## config.mk

```make
export PLATFORM = sky130hd
export DESIGN_NAME = ssw_top
export DESIGN_NICKNAME = d
export VERILOG_FILES = /design/src/common/ssw_pkg.sv /design/src/rtl/ssw_sync.sv /design/src/rtl/ssw_factory.sv /design/src/rtl/ssw_top.sv
export SDC_FILE = /design/constraint.sdc
export NUM_CORES = 1
export LEC_CHECK = 0
export BUFFER_PORTS_ARGS = -buffer_cell sky130_fd_sc_hd__buf_2
export CAP_MARGIN = 10
export CELL_PAD_IN_SITES_DETAIL_PLACEMENT = 1
export CELL_PAD_IN_SITES_GLOBAL_PLACEMENT = 2
export CORE_MARGIN = 4
export CORE_UTILIZATION = 32
export DETAILED_ROUTE_END_ITERATION = 8
export PLACE_DENSITY_LB_ADDON = 0.12
export RECOVER_POWER = 25
export SLEW_MARGIN = 25
export SYNTH_ARGS = -nofsm -noshare
export SYNTH_HDL_FRONTEND = slang
export SYNTH_HIERARCHICAL = 1
export SYNTH_SLANG_ARGS = --single-unit
export TNS_END_PERCENT = 50
```

## constraint.sdc

```tcl
create_clock -name mclk -period 2.7 [get_ports mclk]
set_clock_uncertainty 0.1 [all_clocks]
set_input_delay 0.81 -clock mclk [delete_from_list [all_inputs] [get_ports mclk]]
set_output_delay 0.81 -clock mclk [all_outputs]
set_load 0.005 [all_outputs]
```

## src/common/ssw_pkg.sv

```systemverilog
`default_nettype none
package ssw_pkg;

  localparam int unsigned CLK_HZ = 10_000_000;

  // status word bit positions, byte 1 sits at bits 15:8
  localparam int unsigned B_DIAG      = 0;
  localparam int unsigned B_CFG_CHG   = 3;
  localparam int unsigned B_LOAD_LOW  = 7;
  localparam int unsigned B_SYS_HIGH  = 8;
  localparam int unsigned B_SYS_LOW   = 9;
  localparam int unsigned B_MBUS_LOST = 10;
  localparam int unsigned B_CFG_BAD   = 11;
  localparam int unsigned B_WDG       = 12;
  localparam int unsigned B_FORCE     = 14;

  localparam logic [15:0] STATUS_RESET  = 16'h0000;
  localparam logic [15:0] CONTROL_RESET = 16'h0000;
  localparam logic [15:0] STATUS_USED   = 16'h5F89;

  // thresholds in millivolts
  localparam logic [15:0] LOAD_LOW_MV = 16'h4650;  // 18000 mV
  localparam logic [15:0] SYS_HIGH_MV = 16'h7530;  // 30000 mV
  localparam logic [15:0] SYS_LOW_MV  = 16'h4650;  // 18000 mV

  localparam int unsigned MBUS_TIMEOUT_US = 100;
  localparam logic [15:0] MBUS_TIMEOUT_CYC =
    16'(MBUS_TIMEOUT_US * (CLK_HZ / 1_000_000));
  localparam int unsigned WDG_TIME_MS = 500;
  localparam int unsigned WDG_CYC = WDG_TIME_MS * (CLK_HZ / 1000);

  localparam logic [3:0]  SW_FACTORY_POS = 4'hF;
  localparam logic [63:0] PW_DEFAULT     = 64'h7061_7373_776F_7264;

  typedef enum logic [1:0] {
    PROTO_REG = 2'b00,
    PROTO_OBJ = 2'b01,
    PROTO_CYC = 2'b10
  } ssw_proto_t;

  typedef enum logic [1:0] {
    WDG_IDLE    = 2'b00,
    WDG_RUN     = 2'b01,
    WDG_EXPIRED = 2'b10
  } ssw_wdg_t;

  typedef struct packed {
    logic        valid;
    logic [15:0] load_mv;
    logic [15:0] sys_mv;
  } ssw_meas_t;

  typedef struct packed {
    logic        mapped;
    logic [15:0] status;
    logic [15:0] control;
  } ssw_pd_t;

endpackage
`default_nettype wire

```

## src/rtl/ssw_sync.sv

```systemverilog
`default_nettype none
module ssw_sync #(
  parameter int unsigned W = 1
) (
  input  wire logic         mclk,
  input  wire logic         resetn,
  input  wire logic         ce,
  input  wire logic [W-1:0] d,
  output logic      [W-1:0] q
);
  logic [W-1:0] meta_q;
  logic [W-1:0] meta_d;
  logic [W-1:0] q_d;

  always_comb begin
    meta_d = ce ? d : meta_q;
    q_d    = ce ? meta_q : q;
  end

  always_ff @(posedge mclk or negedge resetn) begin
    if (!resetn) begin
      meta_q <= '0;
      q      <= '0;
    end else begin
      meta_q <= meta_d;
      q      <= q_d;
    end
  end
endmodule
`default_nettype wire

```

## src/rtl/ssw_factory.sv

```systemverilog
`default_nettype none
module ssw_factory (
  input  wire logic        mclk,
  input  wire logic        resetn,
  input  wire logic        ce,
  input  wire logic [3:0]  sw_pos,
  input  wire logic        pw_wr,
  input  wire logic [63:0] pw_data,
  output logic      [63:0] admin_pw,
  output logic             restore
);
  logic        match_q;
  logic        match_d;
  logic        restore_d;
  logic [63:0] pw_d;

  // only entry into the reset position fires, so a switch left there
  // does not keep wiping a password set afterwards
  always_comb begin
    match_d   = match_q;
    restore_d = 1'b0;
    pw_d      = admin_pw;
    if (ce) begin
      match_d   = (sw_pos == ssw_pkg::SW_FACTORY_POS);
      restore_d = match_d && !match_q;
      if (restore_d) begin
        pw_d = ssw_pkg::PW_DEFAULT;
      end else if (pw_wr) begin
        pw_d = pw_data;
      end
    end
  end

  always_ff @(posedge mclk or negedge resetn) begin
    if (!resetn) begin
      match_q  <= 1'b0;
      restore  <= 1'b0;
      admin_pw <= ssw_pkg::PW_DEFAULT;
    end else begin
      match_q  <= match_d;
      restore  <= restore_d;
      admin_pw <= pw_d;
    end
  end

  AST_PW_RESTORE: assert property (
    @(posedge mclk) disable iff (!resetn)
    restore |-> admin_pw == ssw_pkg::PW_DEFAULT
  ) else $error("restore left password unchanged");

  AST_PW_ENTRY: assert property (
    @(posedge mclk) disable iff (!resetn)
    ce && sw_pos == ssw_pkg::SW_FACTORY_POS && !match_q |=> restore
  ) else $error("switch entry did not restore");
endmodule
`default_nettype wire

```

## src/rtl/ssw_top.sv

```systemverilog
`default_nettype none
module ssw_top #(
  parameter int unsigned WDG_CYCLES = ssw_pkg::WDG_CYC
) (
  input  wire logic                mclk,
  input  wire logic                resetn,
  input  wire logic                ce,
  input  wire logic                diag_pin,
  input  wire logic                force_pin,
  input  wire logic                mbus_act_pin,
  input  wire logic [3:0]          sw_pos_pin,
  input  wire ssw_pkg::ssw_meas_t  meas,
  input  wire logic                cfg_scan_valid,
  input  wire logic [15:0]         cfg_scan_sig,
  input  wire logic [15:0]         cfg_expect_sig,
  input  wire ssw_pkg::ssw_proto_t proto,
  input  wire logic                map_disable,
  input  wire logic                fb_frame,
  input  wire logic                pd_ctrl_wr,
  input  wire logic [15:0]         pd_ctrl_data,
  input  wire logic                pw_wr,
  input  wire logic [63:0]         pw_data,
  output ssw_pkg::ssw_pd_t         pd_out,
  output logic [15:0]              station_status,
  output logic [63:0]              admin_pw,
  output logic                     factory_restore
);

  function automatic logic below(input logic [15:0] v,
                                 input logic [15:0] th);
    below = v < th;
  endfunction

  logic       diag_s;
  logic       force_s;
  logic       act_s;
  logic [3:0] sw_s;

  ssw_sync #(.W(3)) u_sync_lvl (
    .mclk   (mclk),
    .resetn (resetn),
    .ce     (ce),
    .d      ({diag_pin, force_pin, mbus_act_pin}),
    .q      ({diag_s, force_s, act_s})
  );

  ssw_sync #(.W(4)) u_sync_sw (
    .mclk   (mclk),
    .resetn (resetn),
    .ce     (ce),
    .d      (sw_pos_pin),
    .q      (sw_s)
  );

  ssw_factory u_factory (
    .mclk     (mclk),
    .resetn   (resetn),
    .ce       (ce),
    .sw_pos   (sw_s),
    .pw_wr    (pw_wr),
    .pw_data  (pw_data),
    .admin_pw (admin_pw),
    .restore  (factory_restore)
  );

  // supply monitor, flags hold between measurements
  logic load_low_q, load_low_d;
  logic sys_high_q, sys_high_d;
  logic sys_low_q,  sys_low_d;

  always_comb begin
    load_low_d = load_low_q;
    sys_high_d = sys_high_q;
    sys_low_d  = sys_low_q;
    if (ce && meas.valid) begin
      load_low_d = below(meas.load_mv, ssw_pkg::LOAD_LOW_MV);
      sys_high_d = below(ssw_pkg::SYS_HIGH_MV, meas.sys_mv);
      sys_low_d  = below(meas.sys_mv, ssw_pkg::SYS_LOW_MV);
    end
  end

  always_ff @(posedge mclk or negedge resetn) begin
    if (!resetn) begin
      load_low_q <= 1'b0;
      sys_high_q <= 1'b0;
      sys_low_q  <= 1'b0;
    end else begin
      load_low_q <= load_low_d;
      sys_high_q <= sys_high_d;
      sys_low_q  <= sys_low_d;
    end
  end

  // station configuration tracking
  logic [15:0] prev_sig_q, prev_sig_d;
  logic        have_prev_q, have_prev_d;
  logic        cfg_chg_q, cfg_chg_d;
  logic        cfg_bad_q, cfg_bad_d;

  // the first scan has nothing to differ from, so no warning then
  always_comb begin
    prev_sig_d  = prev_sig_q;
    have_prev_d = have_prev_q;
    cfg_chg_d   = cfg_chg_q;
    cfg_bad_d   = cfg_bad_q;
    if (ce && cfg_scan_valid) begin
      cfg_chg_d   = have_prev_q && (cfg_scan_sig != prev_sig_q);
      cfg_bad_d   = cfg_scan_sig != cfg_expect_sig;
      prev_sig_d  = cfg_scan_sig;
      have_prev_d = 1'b1;
    end
  end

  always_ff @(posedge mclk or negedge resetn) begin
    if (!resetn) begin
      prev_sig_q  <= 16'h0000;
      have_prev_q <= 1'b0;
      cfg_chg_q   <= 1'b0;
      cfg_bad_q   <= 1'b0;
    end else begin
      prev_sig_q  <= prev_sig_d;
      have_prev_q <= have_prev_d;
      cfg_chg_q   <= cfg_chg_d;
      cfg_bad_q   <= cfg_bad_d;
    end
  end

  // module bus silence: any edge on the activity line restarts the count
  logic        act_prev_q, act_prev_d;
  logic [15:0] mbus_cnt_q, mbus_cnt_d;
  logic        act_edge;
  logic        mbus_lost;

  assign act_edge  = act_s != act_prev_q;
  assign mbus_lost = mbus_cnt_q == ssw_pkg::MBUS_TIMEOUT_CYC;

  always_comb begin
    act_prev_d = act_prev_q;
    mbus_cnt_d = mbus_cnt_q;
    if (ce) begin
      act_prev_d = act_s;
      if (act_edge) begin
        mbus_cnt_d = 16'h0000;
      end else if (!mbus_lost) begin
        mbus_cnt_d = mbus_cnt_q + 16'h0001;
      end
    end
  end

  always_ff @(posedge mclk or negedge resetn) begin
    if (!resetn) begin
      act_prev_q <= 1'b0;
      mbus_cnt_q <= 16'h0000;
    end else begin
      act_prev_q <= act_prev_d;
      mbus_cnt_q <= mbus_cnt_d;
    end
  end

  // fieldbus watchdog, armed by the first frame under the register
  // protocol; other protocols keep it idle so the flag cannot show
  ssw_pkg::ssw_wdg_t wdg_q, wdg_d;
  logic [31:0]       wdg_cnt_q, wdg_cnt_d;
  logic              is_reg;

  assign is_reg = proto == ssw_pkg::PROTO_REG;

  always_comb begin
    wdg_d     = wdg_q;
    wdg_cnt_d = wdg_cnt_q;
    if (ce) begin
      case (wdg_q)
        ssw_pkg::WDG_IDLE: begin
          wdg_cnt_d = 32'h0000_0000;
          if (is_reg && fb_frame) begin
            wdg_d = ssw_pkg::WDG_RUN;
          end
        end
        ssw_pkg::WDG_RUN: begin
          if (!is_reg) begin
            wdg_d = ssw_pkg::WDG_IDLE;
          end else if (fb_frame) begin
            wdg_cnt_d = 32'h0000_0000;
          end else if (wdg_cnt_q == 32'(WDG_CYCLES - 1)) begin
            wdg_d = ssw_pkg::WDG_EXPIRED;
          end else begin
            wdg_cnt_d = wdg_cnt_q + 32'h0000_0001;
          end
        end
        ssw_pkg::WDG_EXPIRED: begin
          wdg_cnt_d = 32'h0000_0000;
          if (!is_reg) begin
            wdg_d = ssw_pkg::WDG_IDLE;
          end else if (fb_frame) begin
            wdg_d = ssw_pkg::WDG_RUN;
          end
        end
        default: begin
          wdg_d     = ssw_pkg::WDG_IDLE;
          wdg_cnt_d = 32'h0000_0000;
        end
      endcase
    end
  end

  always_ff @(posedge mclk or negedge resetn) begin
    if (!resetn) begin
      wdg_q     <= ssw_pkg::WDG_IDLE;
      wdg_cnt_q <= 32'h0000_0000;
    end else begin
      wdg_q     <= wdg_d;
      wdg_cnt_q <= wdg_cnt_d;
    end
  end

  // status word and process data image
  logic [15:0]      status_d;
  ssw_pkg::ssw_pd_t pd_d;

  always_comb begin
    status_d = station_status;
    pd_d     = pd_out;
    if (ce) begin
      status_d = ssw_pkg::STATUS_RESET;
      status_d[ssw_pkg::B_DIAG]      = diag_s;
      status_d[ssw_pkg::B_CFG_CHG]   = cfg_chg_q;
      status_d[ssw_pkg::B_LOAD_LOW]  = load_low_q;
      status_d[ssw_pkg::B_SYS_HIGH]  = sys_high_q;
      status_d[ssw_pkg::B_SYS_LOW]   = sys_low_q;
      status_d[ssw_pkg::B_MBUS_LOST] = mbus_lost;
      status_d[ssw_pkg::B_CFG_BAD]   = cfg_bad_q;
      status_d[ssw_pkg::B_WDG]       =
        wdg_q == ssw_pkg::WDG_EXPIRED;
      status_d[ssw_pkg::B_FORCE]     = force_s;
      pd_d.mapped  = !(proto == ssw_pkg::PROTO_OBJ && map_disable);
      pd_d.status  = pd_d.mapped ? status_d : 16'h0000;
      // control word is reserved: incoming writes never reach it
      pd_d.control = ssw_pkg::CONTROL_RESET;
    end
  end

  always_ff @(posedge mclk or negedge resetn) begin
    if (!resetn) begin
      station_status <= ssw_pkg::STATUS_RESET;
      pd_out         <= '{mapped: 1'b1, status: ssw_pkg::STATUS_RESET,
                          control: ssw_pkg::CONTROL_RESET};
    end else begin
      station_status <= status_d;
      pd_out         <= pd_d;
    end
  end

  AST_DIAG: assert property (
    @(posedge mclk) disable iff (!resetn)
    ce |=> station_status[ssw_pkg::B_DIAG] == $past(diag_s)
  ) else $error("diagnosis bit does not follow modules");

  AST_CFG_CHG: assert property (
    @(posedge mclk) disable iff (!resetn)
    ce && cfg_scan_valid && have_prev_q && cfg_scan_sig != prev_sig_q
    ##1 ce |=> station_status[ssw_pkg::B_CFG_CHG]
  ) else $error("configuration change not flagged");

  AST_LOAD_LOW: assert property (
    @(posedge mclk) disable iff (!resetn)
    ce && meas.valid && meas.load_mv < ssw_pkg::LOAD_LOW_MV ##1 ce
    |=> station_status[ssw_pkg::B_LOAD_LOW]
  ) else $error("load supply low not flagged");

  AST_SYS_RANGE: assert property (
    @(posedge mclk) disable iff (!resetn)
    ce && meas.valid ##1 ce |=>
    station_status[ssw_pkg::B_SYS_HIGH] ==
      ($past(meas.sys_mv, 2) > ssw_pkg::SYS_HIGH_MV) &&
    station_status[ssw_pkg::B_SYS_LOW] ==
      ($past(meas.sys_mv, 2) < ssw_pkg::SYS_LOW_MV)
  ) else $error("system supply flags wrong");

  AST_MBUS: assert property (
    @(posedge mclk) disable iff (!resetn)
    ce && act_edge |=> !mbus_lost
  ) else $error("module bus activity did not clear loss");

  AST_CFG_BAD: assert property (
    @(posedge mclk) disable iff (!resetn)
    ce && cfg_scan_valid ##1 ce |=>
    station_status[ssw_pkg::B_CFG_BAD] ==
      ($past(cfg_scan_sig, 2) != $past(cfg_expect_sig, 2))
  ) else $error("incompatible configuration flag wrong");

  AST_WDG_PROTO: assert property (
    @(posedge mclk) disable iff (!resetn)
    ce && !is_reg |=> wdg_q == ssw_pkg::WDG_IDLE
  ) else $error("watchdog active outside register protocol");

  AST_FORCE: assert property (
    @(posedge mclk) disable iff (!resetn)
    ce |=> station_status[ssw_pkg::B_FORCE] == $past(force_s)
  ) else $error("force bit does not follow force mode");

  AST_CTRL: assert property (
    @(posedge mclk) disable iff (!resetn)
    pd_ctrl_wr && pd_ctrl_data != 16'h0000 |=>
    pd_out.control == ssw_pkg::CONTROL_RESET
  ) else $error("control word write took effect");

  AST_RSVD: assert property (
    @(posedge mclk) disable iff (!resetn)
    (station_status & ~ssw_pkg::STATUS_USED) == 16'h0000
  ) else $error("unassigned status bit set");

  AST_MAP: assert property (
    @(posedge mclk) disable iff (!resetn)
    ce |=> pd_out.mapped ==
      !($past(proto) == ssw_pkg::PROTO_OBJ && $past(map_disable)) &&
    pd_out.status == (pd_out.mapped ? station_status : 16'h0000)
  ) else $error("process data mapping wrong");

endmodule
`default_nettype wire

```

==> flow_summary.yaml <==
clocking:
  clock-root-buffer: "clkbuf_16"
  cts_tree: "built"
  cts_sinks: 172
  clk_path_buf_depth: 2
  cts_resized: 0
  cts-htree-levels: 4
  clk_latency_ps: 430
  holdBufCountCts: 0
  cts_setup_buffers: 0
  cts_buffers: 17
  clkTransAtPathRegs_ps: 80
grt:
  use_met2_pct: 26.72
  grt_pass1_wl_um: 43270
  use_met1_pct: 24.30
  top_usage_layer: "met2"
  globalRouteOverflowTotal: 0
  grt_max_degree: 94
  grtUsageMet3_pct: 5.396
  grt_use_total_pct: 17.27
  antenna_found_initial: 1
  first_global_vias: 7705
route:
  wl_per_cell_um: 18.53
  ant_nets: 0
  routed_wl_um: 27280
  firstDrtPassIters: 4
  num_vias: 7405
  drt_iter0_markers: 472
  route.detailed.drc: 0
  viasPerCell: 5.031
sta:
  setup_viol_count_final: 0
  max_freq_mhz: 398.3
  rsz0062_at_grt: "no"
  worst_slack_ps: 189.5
  tightest_slew_ps: 1212
  relSlewSlack_pct: 19.18
  hold_violations: 0
  final.min_clock_period_ps: 2511
  slew_violations: 0
  fin_crit_sh_pct: 92.98
setup_path:
  critPathLaunchType: "flop"
  end_kind: "flop"
  r2r_start: "wdg_cnt_q[8]"
  crit_arrival_ps: 2760
  rr_endpoint: "wdg_cnt_q[31]"
  r2r_setup_slack_ps: 190
  r2r_cells: 5
  critPathRequiredTime_ps: 2950
  cp_max_fo: 8
  path_class: "reg -> reg"
die:
  start_util_pct: 32.59
  core-area_mm2: 0.02786
  die_h_um: 176.4
  die_area_mm2: 0.03113
  fp-row-count: 61
  chipWidth_um: 176.4
  top_level_ports: 276
synth:
  yosysWarnings: 6
  ys_types: 63
  synth_edf_count: 0
  ys_seq_area_share_pct: 47.91
  async_reset_ff_share_pct: 100.0
  syn_area_per_cell_um2: 10.54
  yosys_most_used_dff: "dfrtp_1"
  synth_area_mm2: 0.009079
  ys_ff_latch: 172
  syn-instance-count: 861
power:
  max-vdd-ir-drop_v: 0.0004003
  p_int_mw: 4.748
  p_sw_share_pct: 29.81
  leakagePower_nw: 5.211
  power_frac_comb_pct: 18.1
  power_per_cell_area_mw_per_mm2: 603.9
  power.share.clock_pct: 36.4
  p_seq_share_pct: 45.5
  p_switching_mw: 2.016
placement:
  gp_congestion: 0.7624
  dp_hpwl_um: 19200
  dpl_worst_slack_ps: -132.0
  port_buffers: 224
  placed_area_mm2: 0.01067
  place_inst: 1440
min_path:
  hold_path_class: "reg -> reg"
  hold_end: "have_prev_q"
  holdPathStages: 1
  hp-start: "have_prev_q"
finish:
  nets: 1246
  nFillCells: 3174
  fin_area_mm2: 0.01120
  final_common_cell: "buf_2"
  fin_cells: 1472
  diodes: 0
  final-seq-area_mm2: 0.004349
  drive_above_1_share_pct: 37.11
  multi_input_area_mm2: 0.004228
  mostFrequentLayoutCells: "buf_2, dfrtp_1, a21oi_1, nand3_1, o21ai_0"
  area_delta_synth_final_pct: 23.37
run_status:
  status: "completed"
job:
  cap_violations: 0
==> layer usage <==
metal | routed length (um) | vias to the layer above | part of all wire, %
li1 | - | 3515 | -
met1 | 12960 | 3684 | 47
met2 | 12360 | 195 | 45
met3 | 1799 | 9 | 6.6
met4 | 151 | 2 | 0.55
met5 | 13 | - | 0.048
==> registers in the layout, summed over array words and instances, names as in the netlist, 2 cells and up <==
name and flops:
u_factory/admin_pw 64, wdg_cnt_q 32, mbus_cnt_q 16, prev_sig_q 16, pd_out 10, station_status 9
u_sync_sw/meta_q 4, u_sync_sw/q 4, u_sync_lvl/meta_q 3, u_sync_lvl/q 3, wdg_q 2
==> synthesized netlist by cell type, drive strengths merged (8+ instances only) <==
| master | instances | area, um2 |
|---|---|---|
| a21bo | 29 | 290.3 |
| a21oi | 55 | 275.3 |
| a22oi | 29 | 312.8 |
| and3b | 36 | 316.6 |
| buf | 66 | 457.9 |
| clkbuf | 28 | 105.1 |
| dfrtp | 136 | 3403 |
| dfstp | 36 | 945.9 |
| inv | 15 | 56.30 |
| mux2 | 33 | 424.2 |
| nand2 | 36 | 135.1 |
| nand3 | 53 | 270.3 |
| nand4 | 24 | 156.4 |
| nor2 | 32 | 120.1 |
| nor3 | 8 | 40.04 |
| nor4 | 10 | 68.81 |
| o21ai | 41 | 205.2 |
| o22ai | 35 | 219.0 |
| o2bb2ai | 8 | 70.07 |
| o31ai | 8 | 60.06 |
| or3 | 14 | 92.59 |
| or4 | 9 | 67.56 |
| xnor2 | 21 | 183.9 |
| xor2 | 30 | 262.8 |
==> logic make-up (layout without fill, tap and decap cells) <==
logic type                 after synthesis  in the layout  share of synthesized area, %
AOI/OAI and AO/OA                      225            225                         17.60
xor gates and xnor gates                51             51                         4.920
adders and majority gates                3              3                        0.4135
buffers and inverters                  109            313                         6.822
DFF                                    172            172                         47.91
muxes                                   36             36                         5.003
other                                    1             30                       0.04131
and+or+nand+nor                        264            264                         17.30
==> per-stage QoR <==
stage | utilization, % | setup TNS [ps] | hold slack, ps | power (mW)
floorplan | - | 0 | 334.6 | 3.796
detailed placement | 38.30 | -137.1 | 353.7 | 4.383
CTS | 40.40 | 0 | 205.8 | 6.908
finish | 40.21 | 0 | 371.2 | 6.764
global placement | 38.30 | -23.07 | 348.4 | 4.358
global route | 40.21 | 0 | 386.4 | 7.157
==> layout make-up <==
class	count	share of cell area, %
clock buffers	18	3.921
clock inverters	14	1.307
inverters	15	0.5027
multi-input cells	609	37.75
flip-flops and latches	172	38.83
well taps	378	4.223
repair buffers	266	13.47
==> worst max path at each step <==
| stage | start | endpoint | slack, ps | cells past startpoint |
|---|---|---|---|---|
| 2_1_floorplan | ce | wdg_cnt_q[26] | 180 | 6 |
| 3_3_place_gp | meas[3] | sys_high_q | -20 | 6 |
| 3_5_place_dp | meas[3] | sys_high_q | -130 | 6 |
| 4_1_cts | wdg_cnt_q[8] | wdg_cnt_q[31] | 160 | 5 |
| 5_1_grt | wdg_cnt_q[13] | wdg_cnt_q[31] | 90 | 5 |
| 6_report | wdg_cnt_q[8] | wdg_cnt_q[31] | 190 | 5 |
==> worst max-delay path: stages (launching register included) <==
cell     delay (ps)
dfrtp_1         450
nand3_2         120
or3_4           440
or4b_1          640
or4_1           520
a21oi_1         160
==> power groups by stage <==
stage | sequential, mW | clock, mW | combinational (mW)
6_report | 3.08 | 2.46 | 1.22
3_5_place_dp | 3.13 | 0 | 1.26
5_1_grt | 3.12 | 2.67 | 1.37
2_1_floorplan | 3.11 | 0 | 0.686
3_3_place_gp | 3.12 | 0 | 1.24
4_1_cts | 3.08 | 2.56 | 1.26
Power figures use the tool's default switching activity.
